===== src/core/acrc_pkg.sv =====
/*
 * Shared constants and types of the continuous result read block:
 * register offsets, control field positions, reset values and timing.
 * Assumes a 40 MHz system clock that also serves as master clock.
 */
package acrc_pkg;

	// ----------------------------------------------------------------
	// Register map (byte addresses, one aligned word each)
	// ----------------------------------------------------------------
	localparam logic [4:0]  OFS_CONTROL   = 5'h00;   // Converter control
	localparam logic [4:0]  OFS_IRQ_STAT  = 5'h04;   // Sticky event status
	localparam logic [4:0]  OFS_IRQ_MASK  = 5'h08;   // Event mask
	localparam logic [4:0]  OFS_MODE      = 5'h0c;   // Buffer enable and live state
	localparam logic [4:0]  OFS_RESULT    = 5'h10;   // Last coded result

	// ----------------------------------------------------------------
	// Converter control fields
	// ----------------------------------------------------------------
	localparam int          CTRL_BIPOLAR  = 14;      // Output coding select
	localparam int          CTRL_CONT     = 11;      // Repeat result read enable
	localparam int          CTRL_CSEN     = 9;       // Chip select function enable
	localparam int          CTRL_INTREF   = 8;       // Internal reference enable
	localparam int          CTRL_REFVAL   = 3;       // Reference level select
	localparam int          CTRL_DDEL     = 2;       // Output disable delay select
	localparam logic [15:0] CTRL_RESET    = 16'h4000;
	localparam logic [15:0] CTRL_WMASK    = 16'h4b0c; // Writable bits

	// ----------------------------------------------------------------
	// Event bits of status and mask
	// ----------------------------------------------------------------
	localparam int          EV_NEW        = 0;       // New result ready
	localparam int          EV_ABANDON    = 1;       // Transfer abandoned
	localparam int          EV_EXIT       = 2;       // Continuous read left
	localparam int          EV_BITS       = 3;
	localparam logic [2:0]  MASK_RESET    = 3'h0;

	// ----------------------------------------------------------------
	// Codes, counts and times
	// ----------------------------------------------------------------
	localparam int          RES_BITS      = 16;      // Result width
	localparam logic [15:0] CODE_MID      = 16'h8000;
	localparam logic [15:0] CODE_FULL     = 16'hffff;
	localparam logic [15:0] CODE_ZERO     = 16'h0000;
	localparam logic [7:0]  EXIT_CMD      = 8'h42;   // Read-data command byte
	localparam logic [6:0]  SWRST_ONES    = 7'h40;   // 64 ones reset
	localparam int          ABANDON_LEAD  = 4;       // Cycles before conversion
	localparam int          CLK_PERIOD_NS = 25;
	localparam int          DIS_SHORT_NS  = 10;
	localparam int          DIS_LONG_NS   = 100;
	localparam logic [2:0]  DIS_SHORT_CYC =
		3'((DIS_SHORT_NS + CLK_PERIOD_NS - 1) / CLK_PERIOD_NS);
	localparam logic [2:0]  DIS_LONG_CYC  =
		3'((DIS_LONG_NS + CLK_PERIOD_NS - 1) / CLK_PERIOD_NS);

	// Serial pins that cross into the clock domain together
	typedef struct packed {
		logic sclk;
		logic din;
		logic cs_n;
	} acrc_link_type;

	// Link states
	typedef enum logic [1:0] {
		LNK_IDLE,
		LNK_SHIFT,
		LNK_HOLD
	} acrc_lnk_type;

endpackage : acrc_pkg


===== src/core/acrc_sync.sv =====
/*
 * Two flip-flop synchroniser for a group of pin levels.
 * Assumes inputs are asynchronous levels; only stage two is read.
 */
`timescale 1ns/10ps
module acrc_sync #(
	parameter int W = 3
) (
	input  wire logic         clk,
	input  wire logic         rst_n,
	input  wire logic [W-1:0] d,
	output logic      [W-1:0] q
);

	logic [W-1:0] meta_r;   // First stage, read only by q

	// ----------------------------------------------------------------
	// Both stages reset to idle-high levels of the serial pins
	// ----------------------------------------------------------------
	always_ff @(posedge clk or negedge rst_n) begin
		if (!rst_n) begin
			meta_r <= '1;
			q      <= '1;
		end else begin
			meta_r <= d;
			q      <= meta_r;
		end
	end

endmodule : acrc_sync


===== src/core/acrc_coder.sv =====
/*
 * Result coder: turns a two's complement conversion into offset
 * binary or straight binary output code.
 * Assumes the sample spans the bipolar input range.
 */
`timescale 1ns/10ps
module acrc_coder (
	input  wire logic signed [15:0] sample,
	input  wire logic               bipolar,
	output logic             [15:0] code
);

	// ----------------------------------------------------------------
	// Coding select
	// ----------------------------------------------------------------
	always_comb begin
		if (bipolar) begin
			// Offset binary: zero to mid code, minus full scale to zero
			code = {~sample[15], sample[14:0]};
		end else if (sample[15]) begin
			// Below zero clamps; unipolar span starts at zero
			code = acrc_pkg::CODE_ZERO;
		end else begin
			// Positive span doubled so full scale reaches all ones
			code = {sample[14:0], sample[14]};
		end
	end

endmodule : acrc_coder


===== src/core/acrc_top.sv =====
/*
 * Continuous result read control: converter control register,
 * conversion timing, data ready framing and serial result shifting,
 * with an Avalon-MM slave and an interrupt.
 * Assumes SYS_CLK is the master clock; serial pins are asynchronous,
 * serial clock idles high, bits change on falling and are sampled
 * on rising edges.
 */
// The placing of the registers and the Avalon-MM slave port were left to the implementer.
// Notes on behaviour
// - Bipolar: zero gives mid code, minus full scale gives zero
// - Bipolar default; clear gives straight binary coding
// - Reference select bit: 2.5 V or 1.25 V
// - Disable delay bit: 10 ns or 100 ns
// - Disable delay used only in three-wire mode
// - Three-wire interface resets on last rising edge
// - Repeat read enable bit 11, reset off
// - Data ready frames each result transfer
// - Clocks ignored until data ready is low
// - Late transfer abandoned four cycles before conversion
// - Sixty-four ones or read command ends mode
// - Exit command needs no checksum byte
// - Buffer enabled forces repeat read off
`timescale 1ns/10ps
module acrc_top #(
	parameter int CONV_PERIOD = 1000   // Master clocks per conversion
) (
	input  wire logic        SYS_CLK,
	input  wire logic        RST_N,
	input  wire logic [4:0]  AVS_ADDRESS,
	input  wire logic        AVS_READ,
	input  wire logic        AVS_WRITE,
	input  wire logic [31:0] AVS_WRITEDATA,
	input  wire logic [3:0]  AVS_BYTEENABLE,
	output logic      [31:0] AVS_READDATA,
	output logic             AVS_WAITREQUEST,
	input  wire logic [15:0] CONV_SAMPLE,
	input  wire logic        SCLK_PIN,
	input  wire logic        DIN_PIN,
	input  wire logic        CS_N_PIN,
	output logic             DOUT_O,
	output logic             DOUT_OE,
	output logic             DRDY_N,
	output logic             IRQ,
	output logic             REF_LEVEL_SEL,
	output logic             INT_REF_EN
);

	// ----------------------------------------------------------------
	// Declarations
	// ----------------------------------------------------------------
	localparam logic [15:0] CONV_LAST = 16'(CONV_PERIOD - 1);
	localparam logic [15:0] ABANDON_AT = 16'(CONV_PERIOD - 1 - acrc_pkg::ABANDON_LEAD);
	localparam logic [4:0]  LAST_BIT   = 5'(acrc_pkg::RES_BITS - 1);

	acrc_pkg::acrc_link_type link_raw;     // Pins into the synchroniser
	acrc_pkg::acrc_link_type link_s;       // Synchronised pins
	acrc_pkg::acrc_lnk_type  state_r;      // Link state
	logic [15:0]             ctrl_r;       // Converter control
	logic [2:0]              stat_r;       // Sticky events
	logic [2:0]              mask_r;       // Event mask
	logic                    fifo_en_r;    // Result buffer enable
	logic [15:0]             result_r;     // Coded result
	logic [15:0]             code;         // Coder output
	logic [15:0]             conv_cnt_r;   // Conversion timer
	logic [15:0]             shreg_r;      // Result shifter
	logic [4:0]              bit_cnt_r;    // Rising edges in frame
	logic [2:0]              hold_cnt_r;   // Output disable delay
	logic                    sclk_p_r;     // Previous serial clock
	logic                    cs_p_r;       // Previous chip select
	logic [6:0]              ones_cnt_r;   // Consecutive ones seen
	logic [7:0]              cmd_r;        // Command byte shifter
	logic [2:0]              cmd_bit_r;    // Command bit position
	logic                    exit_p_r;     // Exit command seen
	logic                    swrst_p_r;    // Software reset seen
	logic                    abandon_p_r;  // Transfer abandoned
	logic [31:0]             rdata_nxt;    // Read mux
	logic [4:0]              addr_w;       // Word-aligned address
	logic                    wr_take;      // Write takes effect
	logic                    rd_take;      // Read completes
	logic                    conv_done;    // Conversion completes
	logic                    abandon_pt;   // Abandon check moment
	logic                    cont_active;  // Repeat read live
	logic                    cs_en;        // Four-wire mode
	logic                    lnk_open;     // Clocks count (cs low or 3-wire)
	logic                    sclk_rise;    // Serial clock rising
	logic                    sclk_fall;    // Serial clock falling
	logic                    cs_rise;      // Chip select released
	logic                    frame_done;   // Last rising edge of result
	logic                    cmd_byte;     // Eighth command bit now
	logic                    byte_is_exit; // Completed byte is the exit

	assign link_raw    = '{sclk: SCLK_PIN, din: DIN_PIN, cs_n: CS_N_PIN};
	assign addr_w      = {AVS_ADDRESS[4:2], 2'b00};
	assign wr_take     = AVS_WRITE && !AVS_WAITREQUEST;
	assign rd_take     = AVS_READ && !AVS_WAITREQUEST;
	assign cont_active = ctrl_r[acrc_pkg::CTRL_CONT] && !fifo_en_r;
	assign cs_en       = ctrl_r[acrc_pkg::CTRL_CSEN];
	assign lnk_open    = !cs_en || !link_s.cs_n;
	assign sclk_rise   = link_s.sclk && !sclk_p_r && lnk_open;
	assign sclk_fall   = !link_s.sclk && sclk_p_r && lnk_open;
	assign cs_rise     = link_s.cs_n && !cs_p_r;
	assign conv_done   = (conv_cnt_r == CONV_LAST);
	assign abandon_pt  = (conv_cnt_r == ABANDON_AT);
	assign frame_done  = (state_r == acrc_pkg::LNK_SHIFT) && sclk_rise
		&& (bit_cnt_r == LAST_BIT);
	assign cmd_byte     = sclk_rise && (cmd_bit_r == 3'h7);
	assign byte_is_exit = ({cmd_r[6:0], link_s.din} == acrc_pkg::EXIT_CMD);

	// ----------------------------------------------------------------
	// Submodules
	// ----------------------------------------------------------------
	acrc_sync #(.W(3)) u_sync (
		.clk   (SYS_CLK),
		.rst_n (RST_N),
		.d     (link_raw),
		.q     (link_s)
	);

	acrc_coder u_coder (
		.sample  (CONV_SAMPLE),
		.bipolar (ctrl_r[acrc_pkg::CTRL_BIPOLAR]),
		.code    (code)
	);

	// ----------------------------------------------------------------
	// Avalon slave
	// ----------------------------------------------------------------
	// Read mux; unmapped words read as zero
	always_comb begin
		rdata_nxt = 32'h0000_0000;
		if (addr_w == acrc_pkg::OFS_CONTROL) begin
			rdata_nxt = {16'h0000, ctrl_r};
		end else if (addr_w == acrc_pkg::OFS_IRQ_STAT) begin
			rdata_nxt = {29'h0000_0000, stat_r};
		end else if (addr_w == acrc_pkg::OFS_IRQ_MASK) begin
			rdata_nxt = {29'h0000_0000, mask_r};
		end else if (addr_w == acrc_pkg::OFS_MODE) begin
			rdata_nxt = {29'h0000_0000, DRDY_N, cont_active, fifo_en_r};
		end else if (addr_w == acrc_pkg::OFS_RESULT) begin
			rdata_nxt = {16'h0000, result_r};
		end
	end

	// One wait cycle per access keeps read data registered
	always_ff @(posedge SYS_CLK or negedge RST_N) begin
		if (!RST_N) begin
			AVS_WAITREQUEST <= 1'b1;
			AVS_READDATA    <= 32'h0000_0000;
		end else begin
			AVS_WAITREQUEST <= !((AVS_READ || AVS_WRITE) && AVS_WAITREQUEST);
			if (AVS_READ && AVS_WAITREQUEST) begin
				AVS_READDATA <= rdata_nxt;
			end
		end
	end

	// ----------------------------------------------------------------
	// Converter control register
	// ----------------------------------------------------------------
	// Serial exit overrides a bus write in the same cycle
	always_ff @(posedge SYS_CLK or negedge RST_N) begin
		if (!RST_N) begin
			ctrl_r <= acrc_pkg::CTRL_RESET;
		end else if (swrst_p_r) begin
			ctrl_r <= acrc_pkg::CTRL_RESET;
		end else begin
			if (wr_take && addr_w == acrc_pkg::OFS_CONTROL) begin
				if (AVS_BYTEENABLE[0]) begin
					ctrl_r[7:0] <= AVS_WRITEDATA[7:0] & acrc_pkg::CTRL_WMASK[7:0];
				end
				if (AVS_BYTEENABLE[1]) begin
					ctrl_r[15:8] <= AVS_WRITEDATA[15:8] & acrc_pkg::CTRL_WMASK[15:8];
				end
			end
			if (exit_p_r) begin
				ctrl_r[acrc_pkg::CTRL_CONT] <= 1'b0;
			end
		end
	end

	// Mask and result buffer enable; a software reset drops the buffer
	always_ff @(posedge SYS_CLK or negedge RST_N) begin
		if (!RST_N) begin
			mask_r    <= acrc_pkg::MASK_RESET;
			fifo_en_r <= 1'b0;
		end else if (swrst_p_r) begin
			fifo_en_r <= 1'b0;
		end else if (wr_take && AVS_BYTEENABLE[0]) begin
			if (addr_w == acrc_pkg::OFS_IRQ_MASK) begin
				mask_r <= AVS_WRITEDATA[2:0];
			end else if (addr_w == acrc_pkg::OFS_MODE) begin
				fifo_en_r <= AVS_WRITEDATA[0];
			end
		end
	end

	// ----------------------------------------------------------------
	// Events and interrupt
	// ----------------------------------------------------------------
	// Write one to clear; a new event in the same cycle wins
	always_ff @(posedge SYS_CLK or negedge RST_N) begin
		if (!RST_N) begin
			stat_r <= 3'h0;
		end else begin
			stat_r <= (stat_r & ~((wr_take && AVS_BYTEENABLE[0]
				&& addr_w == acrc_pkg::OFS_IRQ_STAT) ? AVS_WRITEDATA[2:0] : 3'h0))
				| {exit_p_r, abandon_p_r, conv_done};
		end
	end

	// Level interrupt and reference outputs, all registered
	always_ff @(posedge SYS_CLK or negedge RST_N) begin
		if (!RST_N) begin
			IRQ           <= 1'b0;
			REF_LEVEL_SEL <= 1'b0;
			INT_REF_EN    <= 1'b0;
		end else begin
			IRQ           <= |(stat_r & mask_r);
			REF_LEVEL_SEL <= ctrl_r[acrc_pkg::CTRL_REFVAL];
			INT_REF_EN    <= ctrl_r[acrc_pkg::CTRL_INTREF];
		end
	end

	// ----------------------------------------------------------------
	// Conversion timing and data ready
	// ----------------------------------------------------------------
	// Free-running conversion timer; result captured at its wrap
	always_ff @(posedge SYS_CLK or negedge RST_N) begin
		if (!RST_N) begin
			conv_cnt_r <= 16'h0000;
			result_r   <= 16'h0000;
		end else begin
			conv_cnt_r <= conv_done ? 16'h0000 : conv_cnt_r + 16'h0001;
			if (conv_done) begin
				result_r <= code;
			end
		end
	end

	// New result pulls data ready low; a fresh result beats its release
	always_ff @(posedge SYS_CLK or negedge RST_N) begin
		if (!RST_N) begin
			DRDY_N <= 1'b1;
		end else if (conv_done) begin
			DRDY_N <= 1'b0;
		end else if (frame_done || abandon_p_r
			|| (rd_take && addr_w == acrc_pkg::OFS_RESULT)) begin
			DRDY_N <= 1'b1;
		end
	end

	// ----------------------------------------------------------------
	// Serial result link
	// ----------------------------------------------------------------
	// Edge history of the synchronised serial pins
	always_ff @(posedge SYS_CLK or negedge RST_N) begin
		if (!RST_N) begin
			sclk_p_r <= 1'b1;
			cs_p_r   <= 1'b1;
		end else begin
			sclk_p_r <= link_s.sclk;
			cs_p_r   <= link_s.cs_n;
		end
	end

	// Frame state, shifter and output drive
	always_ff @(posedge SYS_CLK or negedge RST_N) begin
		if (!RST_N) begin
			state_r     <= acrc_pkg::LNK_IDLE;
			shreg_r     <= 16'h0000;
			bit_cnt_r   <= 5'h00;
			hold_cnt_r  <= 3'h0;
			DOUT_O      <= 1'b1;
			DOUT_OE     <= 1'b0;
			abandon_p_r <= 1'b0;
		end else begin
			abandon_p_r <= 1'b0;
			case (state_r)
				acrc_pkg::LNK_IDLE: begin
					// Four-wire idle shows data ready on the data pin
					DOUT_O  <= DRDY_N;
					DOUT_OE <= cont_active && cs_en && !link_s.cs_n;
					bit_cnt_r <= 5'h00;
					// Clocks count only while a result waits
					if (cont_active && !DRDY_N && sclk_fall) begin
						state_r <= acrc_pkg::LNK_SHIFT;
						DOUT_O  <= result_r[15];
						DOUT_OE <= 1'b1;
						shreg_r <= {result_r[14:0], 1'b0};
					end
				end
				acrc_pkg::LNK_SHIFT: begin
					if (!cont_active || (cs_en && cs_rise)) begin
						// Mode left or four-wire frame cut by chip select
						state_r <= acrc_pkg::LNK_IDLE;
						DOUT_OE <= 1'b0;
					end else if (abandon_pt) begin
						// Too close to the next result; give it up
						state_r     <= acrc_pkg::LNK_IDLE;
						DOUT_OE     <= 1'b0;
						abandon_p_r <= 1'b1;
					end else if (frame_done) begin
						if (cs_en) begin
							state_r <= acrc_pkg::LNK_IDLE;
						end else begin
							// Three-wire: reset on last rising edge, then delay
							state_r    <= acrc_pkg::LNK_HOLD;
							hold_cnt_r <= ctrl_r[acrc_pkg::CTRL_DDEL] ?
								acrc_pkg::DIS_LONG_CYC : acrc_pkg::DIS_SHORT_CYC;
						end
					end else begin
						if (sclk_rise) begin
							bit_cnt_r <= bit_cnt_r + 5'h01;
						end
						if (sclk_fall) begin
							DOUT_O  <= shreg_r[15];
							shreg_r <= {shreg_r[14:0], 1'b0};
						end
					end
				end
				acrc_pkg::LNK_HOLD: begin
					// Keep driving the last bit until the delay runs out
					if (hold_cnt_r == 3'h1) begin
						state_r <= acrc_pkg::LNK_IDLE;
						DOUT_OE <= 1'b0;
					end else begin
						hold_cnt_r <= hold_cnt_r - 3'h1;
					end
				end
				default: begin
					state_r <= acrc_pkg::LNK_IDLE;
				end
			endcase
		end
	end

	// ----------------------------------------------------------------
	// Exit command watcher
	// ----------------------------------------------------------------
	// Byte lock is kept across frames because a result is two bytes, but a
	// four-wire chip select release restarts it; no checksum byte is awaited after the exit command
	always_ff @(posedge SYS_CLK or negedge RST_N) begin
		if (!RST_N) begin
			ones_cnt_r <= 7'h00;
			cmd_r      <= 8'h00;
			cmd_bit_r  <= 3'h0;
			exit_p_r   <= 1'b0;
			swrst_p_r  <= 1'b0;
		end else begin
			exit_p_r  <= cmd_byte && byte_is_exit && cont_active;
			swrst_p_r <= sclk_rise && link_s.din
				&& (ones_cnt_r == acrc_pkg::SWRST_ONES - 7'h01);
			if (cs_en && cs_rise) begin
				cmd_bit_r <= 3'h0;
			end else if (sclk_rise) begin
				cmd_r     <= {cmd_r[6:0], link_s.din};
				cmd_bit_r <= cmd_bit_r + 3'h1;
				if (!link_s.din || ones_cnt_r == acrc_pkg::SWRST_ONES - 7'h01) begin
					ones_cnt_r <= 7'h00;
				end else begin
					ones_cnt_r <= ones_cnt_r + 7'h01;
				end
			end
		end
	end
endmodule : acrc_top


===== config.mk =====
export PLATFORM = sky130hd
export DESIGN_NAME = acrc_top
export DESIGN_NICKNAME = d
export VERILOG_FILES = /design/src/core/acrc_pkg.sv /design/src/core/acrc_sync.sv /design/src/core/acrc_coder.sv /design/src/core/acrc_top.sv
export SDC_FILE = /design/constraint.sdc
export NUM_CORES = 1
export LEC_CHECK = 0
export BUFFER_PORTS_ARGS = -buffer_cell sky130_fd_sc_hd__buf_2
export CORE_ASPECT_RATIO = 1.25
export CORE_UTILIZATION = 45
export DETAILED_ROUTE_END_ITERATION = 10
export MAX_ROUTING_LAYER = met4
export PLACE_DENSITY = 0.66
export SYNTH_ARGS = -nofsm -noshare
export SYNTH_HDL_FRONTEND = slang
export SYNTH_HIERARCHICAL = 1
export SYNTH_SLANG_ARGS = --single-unit

===== constraint.sdc =====
create_clock -name SYS_CLK -period 3.1 [get_ports SYS_CLK]
set_input_delay 0.775 -clock SYS_CLK [delete_from_list [all_inputs] [get_ports SYS_CLK]]
set_output_delay 0.775 -clock SYS_CLK [all_outputs]
set_load 0.01 [all_outputs]

Yosys cells after proc, flatten, opt, wreduce, memory -nomap -nowiden

Cells that the tools add are included.

Bitwise gates (word level): 7
Eq/ne operators: 26
Mux-type cells: 62
Reductions and logical operators: 70
Add/sub/neg operators: 5

Operators by type and width:

| cell                  | count |
|---|---|
| $mux 16               | 11 |
| $mux 32               | 4 |
| $eq 16x10->1 const B  | 2 |
| $pmux 16 s2           | 1 |
| $mux 3                | 9 |
| $logic_and 1x1->1     | 26 |
| $ne 2x2->1 const B    | 11 |
| $mux 5                | 4 |
| $mux 1                | 19 |
| $reduce_bool 2->1     | 9 |
| $add 16x1->16 const B | 1 |
| $mux 8                | 2 |
| $mux 2                | 6 |
| $reduce_and 3->1      | 4 |
| $reduce_and 6->1      | 2 |
| $logic_not 1->1       | 11 |
| $pmux 5 s2            | 1 |
| $reduce_and 5->1      | 2 |
| $reduce_bool 3->1     | 3 |
| $eq 8x7->1 const B    | 1 |
| $reduce_and 2->1      | 4 |
| $add 7x1->7 const B   | 1 |
| $eq 7x6->1 const B    | 1 |
| $mux 7                | 1 |
| other kinds (23)      | 34 |

Logic and storage cells: 200
Bits in registers: 148
Input bits: 64

Logic depth before layout (Yosys ltp)

Depth in word-level cells: 9
Mapped depth: 10
Depth with buffers taken out: 8

Cells and area by module

The synthesis kept the hierarchy.

By module, submodules not included:

| module     | seq. area each (um2) | cells an instance | area an instance (um2) | instances |
|---|---|---|---|---|
| acrc_top   | 2885.3               | 531               | 5582.9                 | 1 |
| acrc_coder | 0.0                  | 25                | 190.2                  | 1 |
| acrc_sync  | 157.7                | 6                 | 157.7                  | 1 |

Worst setup path before layout

No wires, ideal clock.

Path kind: in2reg
From: in AVS_ADDRESS[3]
To: reg ctrl_r[14]
Path buffers: 2
Stages on the path: 6
Required time: 3.018 ns
Setup time: 0.082 ns
Slack: 1.152 ns
Data arrival time: 1.866 ns
Cell sequence: buf_2 -> nor3_2 -> and3_1 -> clkbuf_2 -> nor2b_1 -> a211o_1

Word-level cells in the longest chain between the ends: 4

Ends and longest elaborated chain:

| element                            | RTL line        | source |
|---|---|---|
| start: declaration                 | acrc_top.sv:30  | `input wire logic [4:0] AVS_ADDRESS,` |
| $logic_not 5->1                    | acrc_top.sv:168 | `if (wr_take && addr_w == acrc_pkg::OFS_CONTROL) begin` |
| $logic_and 1x1->1                  | acrc_top.sv:168 |  |
| $reduce_bool 2->1 (no source line) | -               |  |
| $reduce_and 2->1 (no source line)  | -               |  |
| end signal: assignment             | acrc_top.sv:164 | `ctrl_r <= acrc_pkg::CTRL_RESET;` |
| end signal: assignment             | acrc_top.sv:166 | `ctrl_r <= acrc_pkg::CTRL_RESET;` |
| end signal: assignment             | acrc_top.sv:173 | `ctrl_r[15:8] <= AVS_WRITEDATA[15:8] & acrc_pkg::CTRL_WMASK[15:8];` |
| end: declaration                   | acrc_top.sv:59  | `logic [15:0] ctrl_r;` |

No other way between the ends.
A chain may end at the register's enable or synchronous reset.

Final worst setup path

From: reg state_r[1]
To: reg bit_cnt_r[0]

Word-level cells in the longest chain between the ends: 5

Ends and longest elaborated chain:

| element                           | RTL line                         | source |
|---|---|---|
| start: declaration                | acrc_top.sv:58                   | `acrc_pkg::acrc_lnk_type state_r;` |
| start signal: assignment          | acrc_top.sv:270                  | `state_r <= acrc_pkg::LNK_IDLE;` |
| start signal: assignment          | acrc_top.sv:287                  | `state_r <= acrc_pkg::LNK_SHIFT;` |
| start signal: assignment          | acrc_top.sv:296                  | `state_r <= acrc_pkg::LNK_IDLE;` |
| $eq 2x1->1                        | acrc_top.sv:105, acrc_top.sv:279 |  |
| $logic_and 1x1->1                 | acrc_top.sv:105                  | `assign frame_done = (state_r == acrc_pkg::LNK_SHIFT) && sclk_rise` |
| $logic_and 1x1->1                 | acrc_top.sv:106                  | `&& (bit_cnt_r == LAST_BIT);` |
| $ne 2x2->1 (no source line)       | -                                |  |
| $reduce_and 5->1 (no source line) | -                                |  |
| end signal: assignment            | acrc_top.sv:314                  | `bit_cnt_r <= bit_cnt_r + 5'h01;` |
| end: declaration                  | acrc_top.sv:67                   | `logic [4:0] bit_cnt_r;` |

Several ways; a longest one is shown, not always the timed one.

==> flow_summary.html <==
<table>
<tr><th>Metric</th><th>Value</th></tr>
<tr><th colspan="2">Synthesis</th></tr>
<tr><td>Synth cell types</td><td>63</td></tr>
<tr><td>Sequential-to-total area share from yosys stat</td><td>51.31%</td></tr>
<tr><td>Cell count after synthesis</td><td>562</td></tr>
<tr><td>EDFF count, synth</td><td>0</td></tr>
<tr><td>Most used DFF post-synth</td><td>sky130_fd_sc_hd__dfrtp_1</td></tr>
<tr><td>Per-instance average area after synthesis</td><td>10.55 um^2</td></tr>
<tr><td>Count of state elements after synthesis</td><td>121</td></tr>
<tr><td>Share of flip-flops with an asynchronous set or reset after synthesis</td><td>100.0%</td></tr>
<tr><td>Count of warnings emitted by yosys</td><td>6</td></tr>
<tr><td>Cell area after synthesis</td><td>a little under 6000 um^2</td></tr>
<tr><th colspan="2">Placement</th></tr>
<tr><td>Final HPWL DP</td><td>roughly 9000 um</td></tr>
<tr><td>Gp weighted congestion</td><td>around 0.84</td></tr>
<tr><td>Placed Area</td><td>6289 um^2</td></tr>
<tr><td>Port buffer count</td><td>58</td></tr>
<tr><td>Setup WS pre-CTS</td><td>0.8840 ns</td></tr>
<tr><th colspan="2">CTS</th></tr>
<tr><td>Resize count post-CTS</td><td>0</td></tr>
<tr><td>Root buffer cell</td><td>sky130_fd_sc_hd__clkbuf_16</td></tr>
<tr><td>CTS tree</td><td>built</td></tr>
<tr><td>Number of hold buffers added after CTS</td><td>0</td></tr>
<tr><td>Max H-tree Level</td><td>4</td></tr>
<tr><td>Clock transition time at the flip-flop clock pins of the worst setup and hold paths</td><td>0.06 ns</td></tr>
<tr><td>Clock latency at the later pin of the worst-skew pair</td><td>between 0.4 and 0.5 ns</td></tr>
<tr><td>TritonCTS sink count</td><td>121</td></tr>
<tr><td>Post-CTS Repair Setup Buffers</td><td>0</td></tr>
<tr><td>Number of clock buffers inserted by TritonCTS</td><td>17</td></tr>
<tr><td>Clock buffer depth</td><td>2</td></tr>
<tr><th colspan="2">GRT</th></tr>
<tr><td>Antenna violations before repair</td><td>0</td></tr>
<tr><td>Maximum number of pins on one net before global-route repair</td><td>69</td></tr>
<tr><td>Via count of the first global-routing pass</td><td>4,308</td></tr>
<tr><td>Global-route usage over all layers</td><td>20.20%</td></tr>
<tr><td>Global route total overflow</td><td>0</td></tr>
<tr><td>Wire length of the first global-routing pass</td><td>20,930 um</td></tr>
<tr><th colspan="2">Final layout</th></tr>
<tr><td>Area Growth Syn to Fin</td><td>16.77%</td></tr>
<tr><td>Post-route standard cell area excluding fillers</td><td>6925 um^2</td></tr>
<tr><td>Area taken by flip-flops and latches</td><td>3043 um^2</td></tr>
<tr><td>Most common library cell in the layout ignoring fill and taps</td><td>sky130_fd_sc_hd__dfrtp_1</td></tr>
<tr><td>Final nets</td><td>698</td></tr>
<tr><td>Fill count</td><td>1,123</td></tr>
<tr><td>Multi-input logic area</td><td>about 2600 um^2</td></tr>
<tr><td>Share of layout cells above drive strength 1</td><td>between 20% and 30%</td></tr>
<tr><td>Final core utilization</td><td>54.20%</td></tr>
<tr><td>Commonest cells after routing, fill and taps aside</td><td>109 x sky130_fd_sc_hd__dfrtp_1, 92 x sky130_fd_sc_hd__nand2_1, 57 x sky130_fd_sc_hd__buf_2, 43 x sky130_fd_sc_hd__o21ai_0, 28 x sky130_fd_sc_hd__nor2_1</td></tr>
<tr><td>Ant diodes</td><td>0</td></tr>
<tr><th colspan="2">Timing</th></tr>
<tr><td>Worst setup skew after layout</td><td>0.009319 ns</td></tr>
<tr><td>Worst setup slack after layout</td><td>0.8754 ns</td></tr>
<tr><td>Maximum clock frequency</td><td>around 450 MHz</td></tr>
<tr><td>Worst slew pin tran</td><td>~0.62 ns</td></tr>
<tr><td>Final-report max-slew violation count</td><td>0</td></tr>
<tr><td>Final sum of negative setup slack</td><td>0 ns</td></tr>
<tr><td>Finish-stage setup viols</td><td>0</td></tr>
<tr><td>Final critical-path share of the clock period</td><td>71.76%</td></tr>
<tr><td>Time the worst path needs with I/O delays and setup</td><td>2.225 ns</td></tr>
<tr><td>Slew Limit Headroom</td><td>58.42%</td></tr>
<tr><td>Count of endpoints failing hold in the final timing report</td><td>0</td></tr>
<tr><td>Unrepaired setup endpoints after global routing</td><td>false</td></tr>
<tr><th colspan="2">Route</th></tr>
<tr><td>Routed via count divided by cell count</td><td>5.360</td></tr>
<tr><td>Number of violations reported at the end of detailed-routing iteration 0</td><td>roughly 280</td></tr>
<tr><td>Routed wire length</td><td>12,440 um</td></tr>
<tr><td>Drt pass-1 iters</td><td>4</td></tr>
<tr><td>DRC violation count after routing</td><td>0</td></tr>
<tr><td>Number of antenna-violating nets in the routed design</td><td>0</td></tr>
<tr><td>Total number of vias</td><td>roughly 4.3k</td></tr>
<tr><td>Drt wl/cell</td><td>15.49 um</td></tr>
<tr><th colspan="2">Worst setup path</th></tr>
<tr><td>Cells on worst reg2reg path</td><td>6</td></tr>
<tr><td>CP bufs+invs</td><td>1</td></tr>
<tr><td>Instance count on the critical path</td><td>6</td></tr>
<tr><td>Crit Path Class</td><td>register to register</td></tr>
<tr><td>Worst Setup Start Kind</td><td>register</td></tr>
<tr><td>Source of the worst register-to-register timing path</td><td>state_r[1]</td></tr>
<tr><td>Cell with the largest stage delay on the worst path</td><td>sky130_fd_sc_hd__ha_1</td></tr>
<tr><td>Kind of cell adding the most delay to the critical path</td><td>adder cells</td></tr>
<tr><td>Critical Path Fanout Max</td><td>13</td></tr>
<tr><td>Reg-to-reg critical path endpoint</td><td>bit_cnt_r[0]</td></tr>
<tr><td>Worst setup path endpoint</td><td>bit_cnt_r[0]</td></tr>
<tr><td>Critical path data required time</td><td>3.38 ns</td></tr>
<tr><td>Cell-by-cell trace of the critical path</td><td>inv_1, ha_1, and3_1, a21oi_1, a21oi_2, mux2_1</td></tr>
<tr><td>Largest stage delay, worst path</td><td>0.53 ns</td></tr>
<tr><td>Arrival time of the worst setup path</td><td>2.51 ns</td></tr>
<tr><td>Kind of end point of the critical path</td><td>register</td></tr>
<tr><td>Worst reg-to-reg setup slack</td><td>0.88 ns</td></tr>
<tr><td>Critical path launch point</td><td>state_r[1]</td></tr>
<tr><th colspan="2">Floorplanning</th></tr>
<tr><td>Total core area</td><td>12,780 um^2</td></tr>
<tr><td>Die Outline Area</td><td>~14,000 um^2</td></tr>
<tr><td>Num rows</td><td>46</td></tr>
<tr><td>Die outline height</td><td>130.4 um</td></tr>
<tr><td>Io pins</td><td>~100</td></tr>
<tr><td>Die boundary width</td><td>104.7 um</td></tr>
<tr><td>Starting Density</td><td>46.42%</td></tr>
<tr><th colspan="2">Worst hold path</th></tr>
<tr><td>Class of the most critical hold timing path</td><td>primary input to asynchronous set/reset pin</td></tr>
<tr><th colspan="2">Run</th></tr>
<tr><td>Maximum capacitance violations</td><td>0</td></tr>
<tr><th colspan="2">Run status</th></tr>
<tr><td>Status</td><td>finished clean</td></tr>
<tr><th colspan="2">Pwr</th></tr>
<tr><td>Leakage</td><td>3.267 nW</td></tr>
<tr><td>Power per cell area</td><td>610.4 nW/um^2</td></tr>
<tr><td>Peak ir drop on the vdd network</td><td>0.4057 mV</td></tr>
</table>
[per-layer routing]
layer,global-route usage (%),part of all wire (%),up-vias
li1,-,-,2056
met1,24.88,45,2093
met2,30.97,48,141
met3,5.544,5.2,14
met4,9.611,1.8,0
met5,-,0,-
[where the power goes]
part           switching [mW]  total, mW  internal (mW)
Sequential             0.0899       1.77           1.68
Clock                   0.704       2.11           1.40
Combinational           0.199      0.348          0.149
Total                   0.993       4.23           3.23
[per-stage QoR]
stage / cells / total power [mW] / hold WS [ns]
2_1_floorplan: 577 / 2.015 / 0.3452
3_3_place_gp: 771 / 2.125 / 0.3479
3_5_place_dp: 771 / 2.144 / 0.3468
4_1_cts: 803 / 4.262 / 0.2415
5_1_grt: 803 / 4.389 / 0.2547
6_report: 803 / 4.227 / 0.2516
[registers in the layout, summed over array words and instances (netlist names), 5 cells and up]
name and count:
AVS_READDATA 16, result_r 16, ones_cnt_r 7, ctrl_r 6
cmd_r 7, conv_cnt_r 16, shreg_r 15, bit_cnt_r 5
[synth_stat cells, types with 4 or more instances]
cell type                  number  area (um^2)
sky130_fd_sc_hd__a21o_1         4        30.03
sky130_fd_sc_hd__nor3_1         8        40.04
sky130_fd_sc_hd__a22oi_1        7        52.55
sky130_fd_sc_hd__nand2b_1       9        56.30
sky130_fd_sc_hd__a22o_1        15        131.4
sky130_fd_sc_hd__o31ai_1        4        30.03
sky130_fd_sc_hd__mux2_4        10        150.1
sky130_fd_sc_hd__nor2_1        28        105.1
sky130_fd_sc_hd__ha_1          12        150.1
sky130_fd_sc_hd__dfrtp_1      109         2728
sky130_fd_sc_hd__o21ai_0       43        215.2
sky130_fd_sc_hd__nand3_1       10        50.05
sky130_fd_sc_hd__and3_1         8        50.05
sky130_fd_sc_hd__clkbuf_1       8        30.03
sky130_fd_sc_hd__nand2_1       92        345.3
sky130_fd_sc_hd__dfstp_2       12        315.3
sky130_fd_sc_hd__buf_2          9        45.04
sky130_fd_sc_hd__buf_4         16        120.1
sky130_fd_sc_hd__xor2_1         9        78.83
sky130_fd_sc_hd__mux2_2        12        135.1
sky130_fd_sc_hd__xnor2_1        5        43.79
sky130_fd_sc_hd__nand4_1       10        62.56
sky130_fd_sc_hd__a21oi_1       13        65.06
sky130_fd_sc_hd__mux2i_1       24        240.2
sky130_fd_sc_hd__nor2b_1       11        68.82
sky130_fd_sc_hd__inv_1         15        56.30
[how the worst min path moves through the flow]
stage                        end  depth (start not counted)  slack [ns]
floorplan            u_sync/q[0]                          0        0.35
CTS                 result_r[14]                          1        0.24
global route          shreg_r[9]                          1        0.25
finish                shreg_r[9]                          1        0.25
detailed placement   u_sync/q[0]                          0        0.35
global placement     u_sync/q[2]                          0        0.35
[kinds of logic after synthesis]
logic type | count (synthesis) | share of synthesized area, %
simple gates | 205 | 17.57
flops | 121 | 51.31
compound gates | 105 | 11.52
buf+inv | 56 | 5.696
mux | 48 | 9.240
xor+xnor | 14 | 2.068
fa+ha+maj | 12 | 2.532
other cells | 1 | 0.06323
[layout make-up]
| class | count | share of cell area (%) |
|---|---|---|
| Sequential cell | 121 | 43.94 |
| Multi-Input combinational cell | 400 | 37.63 |
| Clock buffer | 20 | 6.739 |
| Timing Repair Buffer | 67 | 5.384 |
| Tap cell | 168 | 3.035 |
| Clock inverter | 12 | 2.457 |
| Inverter | 15 | 0.8130 |
Note: power is estimated with default switching activity, not from simulation.
